### config.mk
export PLATFORM = sky130hd
export DESIGN_NAME = wake_handshake_fault_reaction
export DESIGN_NICKNAME = d
export VERILOG_FILES = /design/src/shared/wake_fault_pkg.sv /design/src/core/wake_handshake_fault_reaction.sv
export VERILOG_INCLUDE_DIRS = /design/src /design/src/shared
export SDC_FILE = /design/constraint.sdc
export NUM_CORES = 1
export LEC_CHECK = 0
export BUFFER_PORTS_ARGS = -buffer_cell sky130_fd_sc_hd__buf_2
export CAP_MARGIN = 20
export CORE_MARGIN = 5
export CORE_UTILIZATION = 30
export CTS_BUF_LIST = sky130_fd_sc_hd__clkbuf_4 sky130_fd_sc_hd__clkbuf_8 sky130_fd_sc_hd__clkbuf_16
export DETAILED_ROUTE_END_ITERATION = 10
export PLACE_DENSITY = 0.49
export SLEW_MARGIN = 0
export SYNTH_ARGS = -nofsm -noshare
export SYNTH_HDL_FRONTEND = slang
export SYNTH_SLANG_ARGS = --single-unit
### constraint.sdc
create_clock -name clk -period 2.6 [get_ports clk]
set_input_delay 0.52 -clock clk [delete_from_list [all_inputs] [get_ports clk]]
set_output_delay 0.52 -clock clk [all_outputs]
set_load 0.1 [all_outputs]
### src/shared/wake_fault_defs.svh
`ifndef WAKE_FAULT_DEFS_SVH
`define WAKE_FAULT_DEFS_SVH
// timings in ns and derived cycle counts at 40 MHz (25 ns period)
`define CLK_PERIOD_NS 25
`define INIT_TIME_NS 1000
`define INIT_CYCLES ((`INIT_TIME_NS + `CLK_PERIOD_NS - 1) / `CLK_PERIOD_NS)
`define OC_CONFIRM_NS 2000
`define OC_CONFIRM_CYCLES ((`OC_CONFIRM_NS + `CLK_PERIOD_NS - 1) / `CLK_PERIOD_NS)
`define RETRY_WAIT_NS 4000000
`define RETRY_WAIT_CYCLES ((`RETRY_WAIT_NS + `CLK_PERIOD_NS - 1) / `CLK_PERIOD_NS)
`define FAULT_CLEAR_NS 2000000
`define FAULT_CLEAR_CYCLES ((`FAULT_CLEAR_NS + `CLK_PERIOD_NS - 1) / `CLK_PERIOD_NS)
`define PULSE_MIN_NS 1000
`define PULSE_MIN_CYCLES ((`PULSE_MIN_NS + `CLK_PERIOD_NS - 1) / `CLK_PERIOD_NS)
`define PULSE_MAX_NS 40000
`define PULSE_MAX_CYCLES (`PULSE_MAX_NS / `CLK_PERIOD_NS)
`define CNT_W 24
`endif

### src/shared/wake_fault_pkg.sv
`include "wake_fault_defs.svh"
package wake_fault_pkg;
   typedef enum logic [1:0] {VAR_HW, VAR_SPI_INT, VAR_SPI_EXT} variant_e;
   typedef enum {ST_SLEEP, ST_INIT_ACK, ST_STANDBY, ST_FAULT_OFF, ST_RETRY_ON, ST_CLEARING}
      state_e;
   typedef logic [`CNT_W-1:0] count_t;
endpackage

### src/core/wake_handshake_fault_reaction.sv
`timescale 1ns/100ps
`include "wake_fault_defs.svh"
// Contract
// controller drives sleep request high to start wake-up
// after leaving sleep, device pulls fault indicator low as wake acknowledge
// internal-regulator variants hold reset during regulator undervoltage, then acknowledge
// external-supply variant drives reset from that supply undervoltage
// hardwired: controller acknowledges with sleep reset pulse after indicator low
// SPI: controller acknowledges with clear-fault command after indicator low
// on acknowledge, release fault indicator and enter standby
// confirmed overcurrent disables output and pulls indicator low
// retry: re-enable after wait, disable again on fault, indicator stays low
// thermal retry waits for cooling, not the fixed wait
// fault-free retry keeps output on, indicator released after clear time
// SPI: fault status latched until clear-fault command
// latch: output off until clear command or reset pulse, then re-enabled
// overcurrent still present after latch clear trips again
// high-side short to ground shows on sense output while disabled; code shows it only in ST_FAULT_OFF after an overcurrent shutdown
// SPI variants provide 4-wire daisy-chain interface (outside this block)
// SPI variants detect frame errors and lock bits (outside this block)
// external-supply variant has no sleep request input
// without sleep input, sleep request treated as permanently high
// reset pulse is a short low on sleep input within parameter widths
module wake_handshake_fault_reaction
   import wake_fault_pkg::*;
#(
   parameter variant_e VARIANT = VAR_HW,
   parameter int RETRY_WAIT = `RETRY_WAIT_CYCLES,
   parameter int FAULT_CLEAR = `FAULT_CLEAR_CYCLES,
   parameter int OC_CONFIRM = `OC_CONFIRM_CYCLES,
   parameter int INIT_TIME = `INIT_CYCLES,
   parameter int PULSE_MIN = `PULSE_MIN_CYCLES,
   parameter int PULSE_MAX = `PULSE_MAX_CYCLES
)
(
   input wire logic clk,
   input wire logic resetn,
   input wire logic supplyLow,
   input wire logic sleep_request_low,
   input wire logic clear_fault_command,
   input wire logic retryMode,
   input wire logic driverEnable,
   input wire logic overcurrent_trip,
   input wire logic shortToGround,
   input wire logic thermal_shutdown,
   output logic fault_indicator_low,
   output logic outputEnable,
   output logic current_sense_output,
   output logic faultLatched,
   output logic porActive,
   output logic awake
);
   initial
   begin
      if (RETRY_WAIT < 1 || FAULT_CLEAR < 1 || OC_CONFIRM < 1 || INIT_TIME < 1 ||
          PULSE_MIN < 1 || PULSE_MAX < PULSE_MIN ||
          RETRY_WAIT >= (1 << `CNT_W) || FAULT_CLEAR >= (1 << `CNT_W))
         $error("wake_handshake_fault_reaction: bad timing parameter");
   end

   state_e state;
   count_t timer;
   count_t ocCount;
   count_t lowCount;
   logic sleepPrev;
   logic resetPulse;
   logic ackEvent;
   logic ocConfirmed;
   logic sleepReq;
   logic enterSleep;
   logic tsdCause;
   logic retryDue;
   logic latchClear;

   function automatic count_t to_count(input int value);
      to_count = count_t'(value);
   endfunction

   // missing pin reads as permanently high on the external-supply variant
   assign sleepReq = (VARIANT == VAR_SPI_EXT) ? 1'b1 : sleep_request_low;
   assign enterSleep = !sleepReq && lowCount > to_count(PULSE_MAX);
   // acknowledge source depends on variant
   assign ackEvent = (VARIANT == VAR_HW) ? resetPulse : clear_fault_command;
   assign ocConfirmed = overcurrent_trip && ocCount >= to_count(OC_CONFIRM - 1);
   // retry start: thermal waits for cooling, other faults for the fixed wait
   assign retryDue = retryMode && (tsdCause ? !thermal_shutdown
      : timer >= to_count(RETRY_WAIT - 1));
   assign latchClear = !retryMode && ackEvent;

   // measure low width of sleep request, flag a pulse on the rising edge
   always_ff @(posedge clk or negedge resetn)
   begin
      if (!resetn)
      begin
         lowCount <= '0;
         sleepPrev <= 1'b1;
         resetPulse <= 1'b0;
      end
      else
      begin
         sleepPrev <= sleepReq;
         // only an awake device takes a pulse, so a wake edge never acknowledges itself
         resetPulse <= sleepReq && !sleepPrev && awake && lowCount >= to_count(PULSE_MIN)
            && lowCount <= to_count(PULSE_MAX);
         if (sleepReq)
            lowCount <= '0;
         else if (lowCount <= to_count(PULSE_MAX))
            lowCount <= lowCount + 1'b1;
      end
   end

   // overcurrent confirmation filter, runs only while output driven
   always_ff @(posedge clk or negedge resetn)
   begin
      if (!resetn)
         ocCount <= '0;
      else if (overcurrent_trip && outputEnable && !porActive)
         ocCount <= ocCount + 1'b1;
      else
         ocCount <= '0;
   end

   // power-on reset follows supply undervoltage
   always_ff @(posedge clk or negedge resetn)
   begin
      if (!resetn)
         porActive <= 1'b1;
      else
         porActive <= supplyLow;
   end

   // main sequencer
   always_ff @(posedge clk or negedge resetn)
   begin
      if (!resetn)
      begin
         state <= ST_SLEEP;
         timer <= '0;
         fault_indicator_low <= 1'b1;
         outputEnable <= 1'b0;
         tsdCause <= 1'b0;
         awake <= 1'b0;
      end
      else if (porActive)
      begin
         // held in reset while supply is low, then acknowledge on recovery
         state <= ST_SLEEP;
         timer <= '0;
         fault_indicator_low <= 1'b1;
         outputEnable <= 1'b0;
         tsdCause <= 1'b0;
         awake <= 1'b0;
      end
      else if (enterSleep)
      begin
         state <= ST_SLEEP;
         timer <= '0;
         fault_indicator_low <= 1'b1;
         outputEnable <= 1'b0;
         awake <= 1'b0;
      end
      else
      begin
         unique case (state)
            ST_SLEEP:
               if (sleepReq)
               begin
                  state <= ST_INIT_ACK;
                  fault_indicator_low <= 1'b0;
                  awake <= 1'b1;
                  timer <= '0;
               end
            ST_INIT_ACK:
               if (ackEvent)
               begin
                  state <= ST_STANDBY;
                  fault_indicator_low <= 1'b1;
                  outputEnable <= driverEnable;
               end
            ST_STANDBY:
            begin
               outputEnable <= driverEnable;
               if (thermal_shutdown || ocConfirmed)
               begin
                  state <= ST_FAULT_OFF;
                  outputEnable <= 1'b0;
                  fault_indicator_low <= 1'b0;
                  tsdCause <= thermal_shutdown;
                  timer <= '0;
               end
            end
            ST_FAULT_OFF:
               if (!retryMode)
               begin
                  if (ackEvent)
                  begin
                     state <= ST_STANDBY;
                     fault_indicator_low <= 1'b1;
                     outputEnable <= driverEnable;
                  end
               end
               else if (retryDue)
               begin
                  state <= ST_RETRY_ON;
                  outputEnable <= driverEnable;
                  timer <= '0;
               end
               else
                  timer <= timer + 1'b1;
            ST_RETRY_ON, ST_CLEARING:
            begin
               outputEnable <= driverEnable;
               if (thermal_shutdown || ocConfirmed)
               begin
                  state <= ST_FAULT_OFF;
                  outputEnable <= 1'b0;
                  tsdCause <= thermal_shutdown;
                  timer <= '0;
               end
               else if (!driverEnable)
               begin
                  state <= ST_STANDBY;
                  fault_indicator_low <= 1'b1;
               end
               else if (timer >= to_count(FAULT_CLEAR - 1))
               begin
                  state <= ST_STANDBY;
                  fault_indicator_low <= 1'b1;
               end
               else
               begin
                  state <= ST_CLEARING;
                  timer <= timer + 1'b1;
               end
            end
         endcase
      end
   end

   // latched fault status for SPI variants; set wins over clear
   always_ff @(posedge clk or negedge resetn)
   begin
      if (!resetn)
         faultLatched <= 1'b0;
      else if (VARIANT == VAR_HW)
         faultLatched <= 1'b0;
      else if (ocConfirmed || (thermal_shutdown && awake))
         faultLatched <= 1'b1;
      else if (clear_fault_command)
         faultLatched <= 1'b0;
   end

   // short-to-ground indication while disabled by high-side overcurrent
   always_ff @(posedge clk or negedge resetn)
   begin
      if (!resetn)
         current_sense_output <= 1'b0;
      else
         current_sense_output <= state == ST_FAULT_OFF && !tsdCause && shortToGround
            && !porActive && !enterSleep
            && !retryDue && !latchClear;
   end

   a_wake_ack_low: assert property (@(posedge clk) disable iff (!resetn)
      state == ST_SLEEP && sleepReq && !porActive && !enterSleep
      |=> !fault_indicator_low && state == ST_INIT_ACK)
      else $error("wake acknowledge missing");
   a_ack_release: assert property (@(posedge clk) disable iff (!resetn)
      state == ST_INIT_ACK && ackEvent && !porActive && !enterSleep
      |=> fault_indicator_low && state == ST_STANDBY)
      else $error("acknowledge did not release indicator");
   a_oc_disable: assert property (@(posedge clk) disable iff (!resetn)
      state == ST_STANDBY && ocConfirmed && !porActive && !enterSleep
      |=> !outputEnable ##0 !fault_indicator_low)
      else $error("overcurrent did not disable output");
   a_retry_low: assert property (@(posedge clk) disable iff (!resetn)
      state == ST_FAULT_OFF && retryMode && !porActive && !enterSleep
      |=> !fault_indicator_low)
      else $error("indicator released during retry");
   a_latch_off: assert property (@(posedge clk) disable iff (!resetn)
      state == ST_FAULT_OFF && !retryMode && !ackEvent && !porActive
      |=> !outputEnable)
      else $error("output enabled in latch without clear");
   a_retry_on: assert property (@(posedge clk) disable iff (!resetn)
      state == ST_FAULT_OFF && retryDue && !porActive && !enterSleep
      |=> state == ST_RETRY_ON)
      else $error("retry did not start");
   a_por_hold: assert property (@(posedge clk) disable iff (!resetn)
      $rose(porActive) |=> state == ST_SLEEP && !outputEnable)
      else $error("reset did not hold sequencer");
   a_status_held: assert property (@(posedge clk) disable iff (!resetn)
      faultLatched && !clear_fault_command |=> faultLatched)
      else $error("fault status dropped without clear");
   a_short_flag: assert property (@(posedge clk) disable iff (!resetn)
      current_sense_output |-> !outputEnable)
      else $error("short indication while output enabled");
   a_pulse_width: assert property (@(posedge clk) disable iff (!resetn)
      resetPulse |-> $past(lowCount) >= to_count(PULSE_MIN))
      else $error("reset pulse too short");
   c_wake: cover property (@(posedge clk) disable iff (!resetn)
      state == ST_INIT_ACK ##[1:100] state == ST_STANDBY);
   c_retry: cover property (@(posedge clk) disable iff (!resetn)
      state == ST_FAULT_OFF ##1 state == ST_RETRY_ON);
   c_clear: cover property (@(posedge clk) disable iff (!resetn)
      state == ST_CLEARING ##1 state == ST_STANDBY);
   c_pulse: cover property (@(posedge clk) disable iff (!resetn) resetPulse);
   c_latch: cover property (@(posedge clk) disable iff (!resetn)
      state == ST_FAULT_OFF && latchClear);
endmodule

==> results.md <==
- Fill count: 1737
- Top sig layer: met4
- Clk slew on worst S/H paths: 0.08 ns
- Post-DP HPWL: 8.239 mm
- Total Routing Usage GR: 12.76%
- CP max FO: 12
- First-pass GRT wire length: 21.09 mm
- Placer Congestion: 0.8213
- Die area: 0.02059 mm²
- Count leader, synth: dfrtp_1
- Num CTS Buffers: 9
- RSZ-0062 raised after global routing: false
- Die width: 143.5 µm
- PD cells: 521.3 mW/mm²
- Largest net degree at the start of global routing: 89
- Async set-reset flop share out of synthesis: 100.0%
- CTS tree: done
- Ys flop type: dfrtp_1
- WP data required: 2.87 ns
- Synth top area share: 51.03%
- Fin. Hold Viols: 0
- Placeable Area: 0.01742 mm²
- Synth Cell Area: 0.005345 mm²
- Final setup vio count: 0
- Initial Utilization: 30.69%
- Root Buffer: clkbuf_16
- Routed wire length per instance: 14.69 µm
- Layout net count: 629
- FMAX: 397.8 MHz
- DIE HEIGHT: 143.5 µm
- Syn Inst Count: 537
- Final min period: 2.514 ns
- Fin Setup TNS: 0 ns
- Clk_skew: 0.01164 ns
- Critical Path AT: 2.79 ns
- Clk_lat worst skew: 0.36 ns
- Post-route ant nets: 0
- Crit Path Class: reg2reg
- Initial antenna violation count: 0
- Largest cells by area after synthesis: dfrtp_1 51%, nor2_1 3.6%, xor2_1 2.9%
- Final Non-Filler Cells: 845
- Vias per cell: 5.014
- PortBufs: 13
- Slew Limit Fails: 0
- Wire length on met2: 5.841 mm
- HP Class: in2async
- Number of synthesized flops with an enable pin: 0
- Hold Buf Count CTS: 0
- R2r setup slk: 0.09 ns
- Tightest Pin Transition: 0.7364 ns
- CTS Buffer Depth: 2
- Outcome: complete, no violations
- Tcrit/Tclk final: 96.68%
- Max H-tree Level: 3
- Startpoint Class: register
- DRC: 0
- M1 WL: 5.967 mm
- Ys Warns: 0
- Synth Register Bits: 112
- Number of global-route vias before repair: 4225
- Leak Pwr: 2.732 nW
- Dpl cells: 819
- Number of top-level pins: 16
- Metal3 WL: 409 µm
- Crit. End Element: register
- Final WL: 12.41 mm
- Total clock sinks: 112
- Post-layout util: 37.31%
- Share of layout cells above drive strength 1: 16.29%
- Worst slew margin: 50.39%
- Number of max-cap violations: 0
- Register area share after synthesis: 52.50%
- Global route overflow: 0
- Antenna diodes: 0
- Avg Synthesized Cell Area: 9.954 µm²
- DR vias: 4237
- Worst vdd ir: 0.2480 mV
- Netlist cell types: 59
- Area Overhead vs Synth: 21.56%
- Yosys top cell by area: dfrtp_1
- Drt first pass iters: 5
- Site row count: 48
- Synth top cells by count: 109 x dfrtp_1, 51 x nor2_1, 37 x nand2_1, 28 x nand3_1, 27 x nor3_1
- Iter 0 DRT Violations: 346
-- report_power, final --
| part | internal (mW) | total (mW) | switching (mW) |
|---|---|---|---|
| registers | 1.77 | 1.79 | 0.0171 |
| logic | 0.0321 | 0.141 | 0.109 |
| clock network | 0.792 | 1.46 | 0.665 |
| total | 2.60 | 3.39 | 0.791 |
-- sequential cells by signal, summed over array words and instances (netlist names) --
name and count:
sleepPrev 1, tsdCause 1, fault_indicator_low 1, lowCount 24, outputEnable 1, current_sense_output 1
timer 24, ackEvent 1, ocCount 24, porActive 1, awake 1, state 32
-- final timing paths --
check / start / endpoint / cells past startpoint
max: timer[10] / timer[20] / 7
min: resetn / timer[3] / 1
max reg2reg: timer[10] / timer[20] / 7
min reg2reg: ocCount[0] / ocCount[0] / 1
max in group asynchronous: resetn / porActive / 2
min in group clk: supplyLow / porActive / 1
-- logic make-up after synthesis --
group	after synthesis	synth area share (%)
compound gates	95	12.20
xor+xnor	29	4.752
fa+ha+maj	4	0.9364
buf+inv	33	2.551
flops	112	52.50
mux	1	0.1873
other cells	1	0.07016
simple gates	262	26.80
-- worst max-delay path, cell delays in order (launching register included) --
cell	delay (ns)
dfrtp_1	0.38
or3_4	0.39
or4_1	0.45
o21ai_2	0.18
a32oi_2	0.14
nand2b_4	0.24
or4_1	0.49
a21oi_1	0.16
-- final cells by class --
cell class	instances	area, µm²	area share, %
sequential	112	2806	43.19
clock buffer	10	239.0	3.678
timing repair buffer	61	469.2	7.221
clock inverter	6	75.07	1.155
multi-input combinational	422	2592	39.90
inverter	9	33.78	0.5199
tap	225	281.5	4.333
-- cell usage in the layout (no fill, tap or decap), types with 4 or more instances in the layout --
cell type  count
a21o_1         4
a21oi_1       16
a2bb2oi_1      6
and2_1        10
and3_1        16
buf_2         12
buf_4         45
clkbuf_16      9
conb_1        30
dfrtp_1      109
inv_1          9
nand2_1       37
nand2b_1       4
nand3_1       28
nand4_1       17
nor2_1        51
nor2b_1       18
nor3_1        27
nor4_1        15
o211ai_1      17
o21ai_0        9
o21ai_1       14
o31ai_1        4
or3_1          8
or4_1          8
xnor2_1       11
xor2_1        18
-- per-layer routing --
| layer | global-route usage, % | vias to the layer above |
|---|---|---|
| met5 | 0 | - |
| met2 | 20.55 | 64 |
| met4 | 4.708 | 0 |
| li1 | - | 2083 |
| met1 | 17.22 | 2077 |
| met3 | 2.329 | 13 |
-- through the flow --
stage	cell area [µm²]	power (mW)	setup slack (ns)	hold slack (ns)
final	6497	3.387	0.08620	0.07278
after global routing	6497	3.532	0.004342	0.1104
after CTS	6411	3.442	0.002585	0.08679
after detailed placement	6026	1.965	-0.06011	0.4771
after global placement	6026	1.962	-0.02660	0.4710
after floorplan	5461	1.890	0.03063	0.2244
-- repair_timing --
action / CTS / global route
endpoints found under the setup margin: 7 / 20
setup buffers: 4 / 5
gates cloned: 1 / 0
gates resized for setup: 2 / 11
endpoints found under the hold margin: 0 / 0
pin swaps: 4 / 9
(Power assumes the default switching activity.)
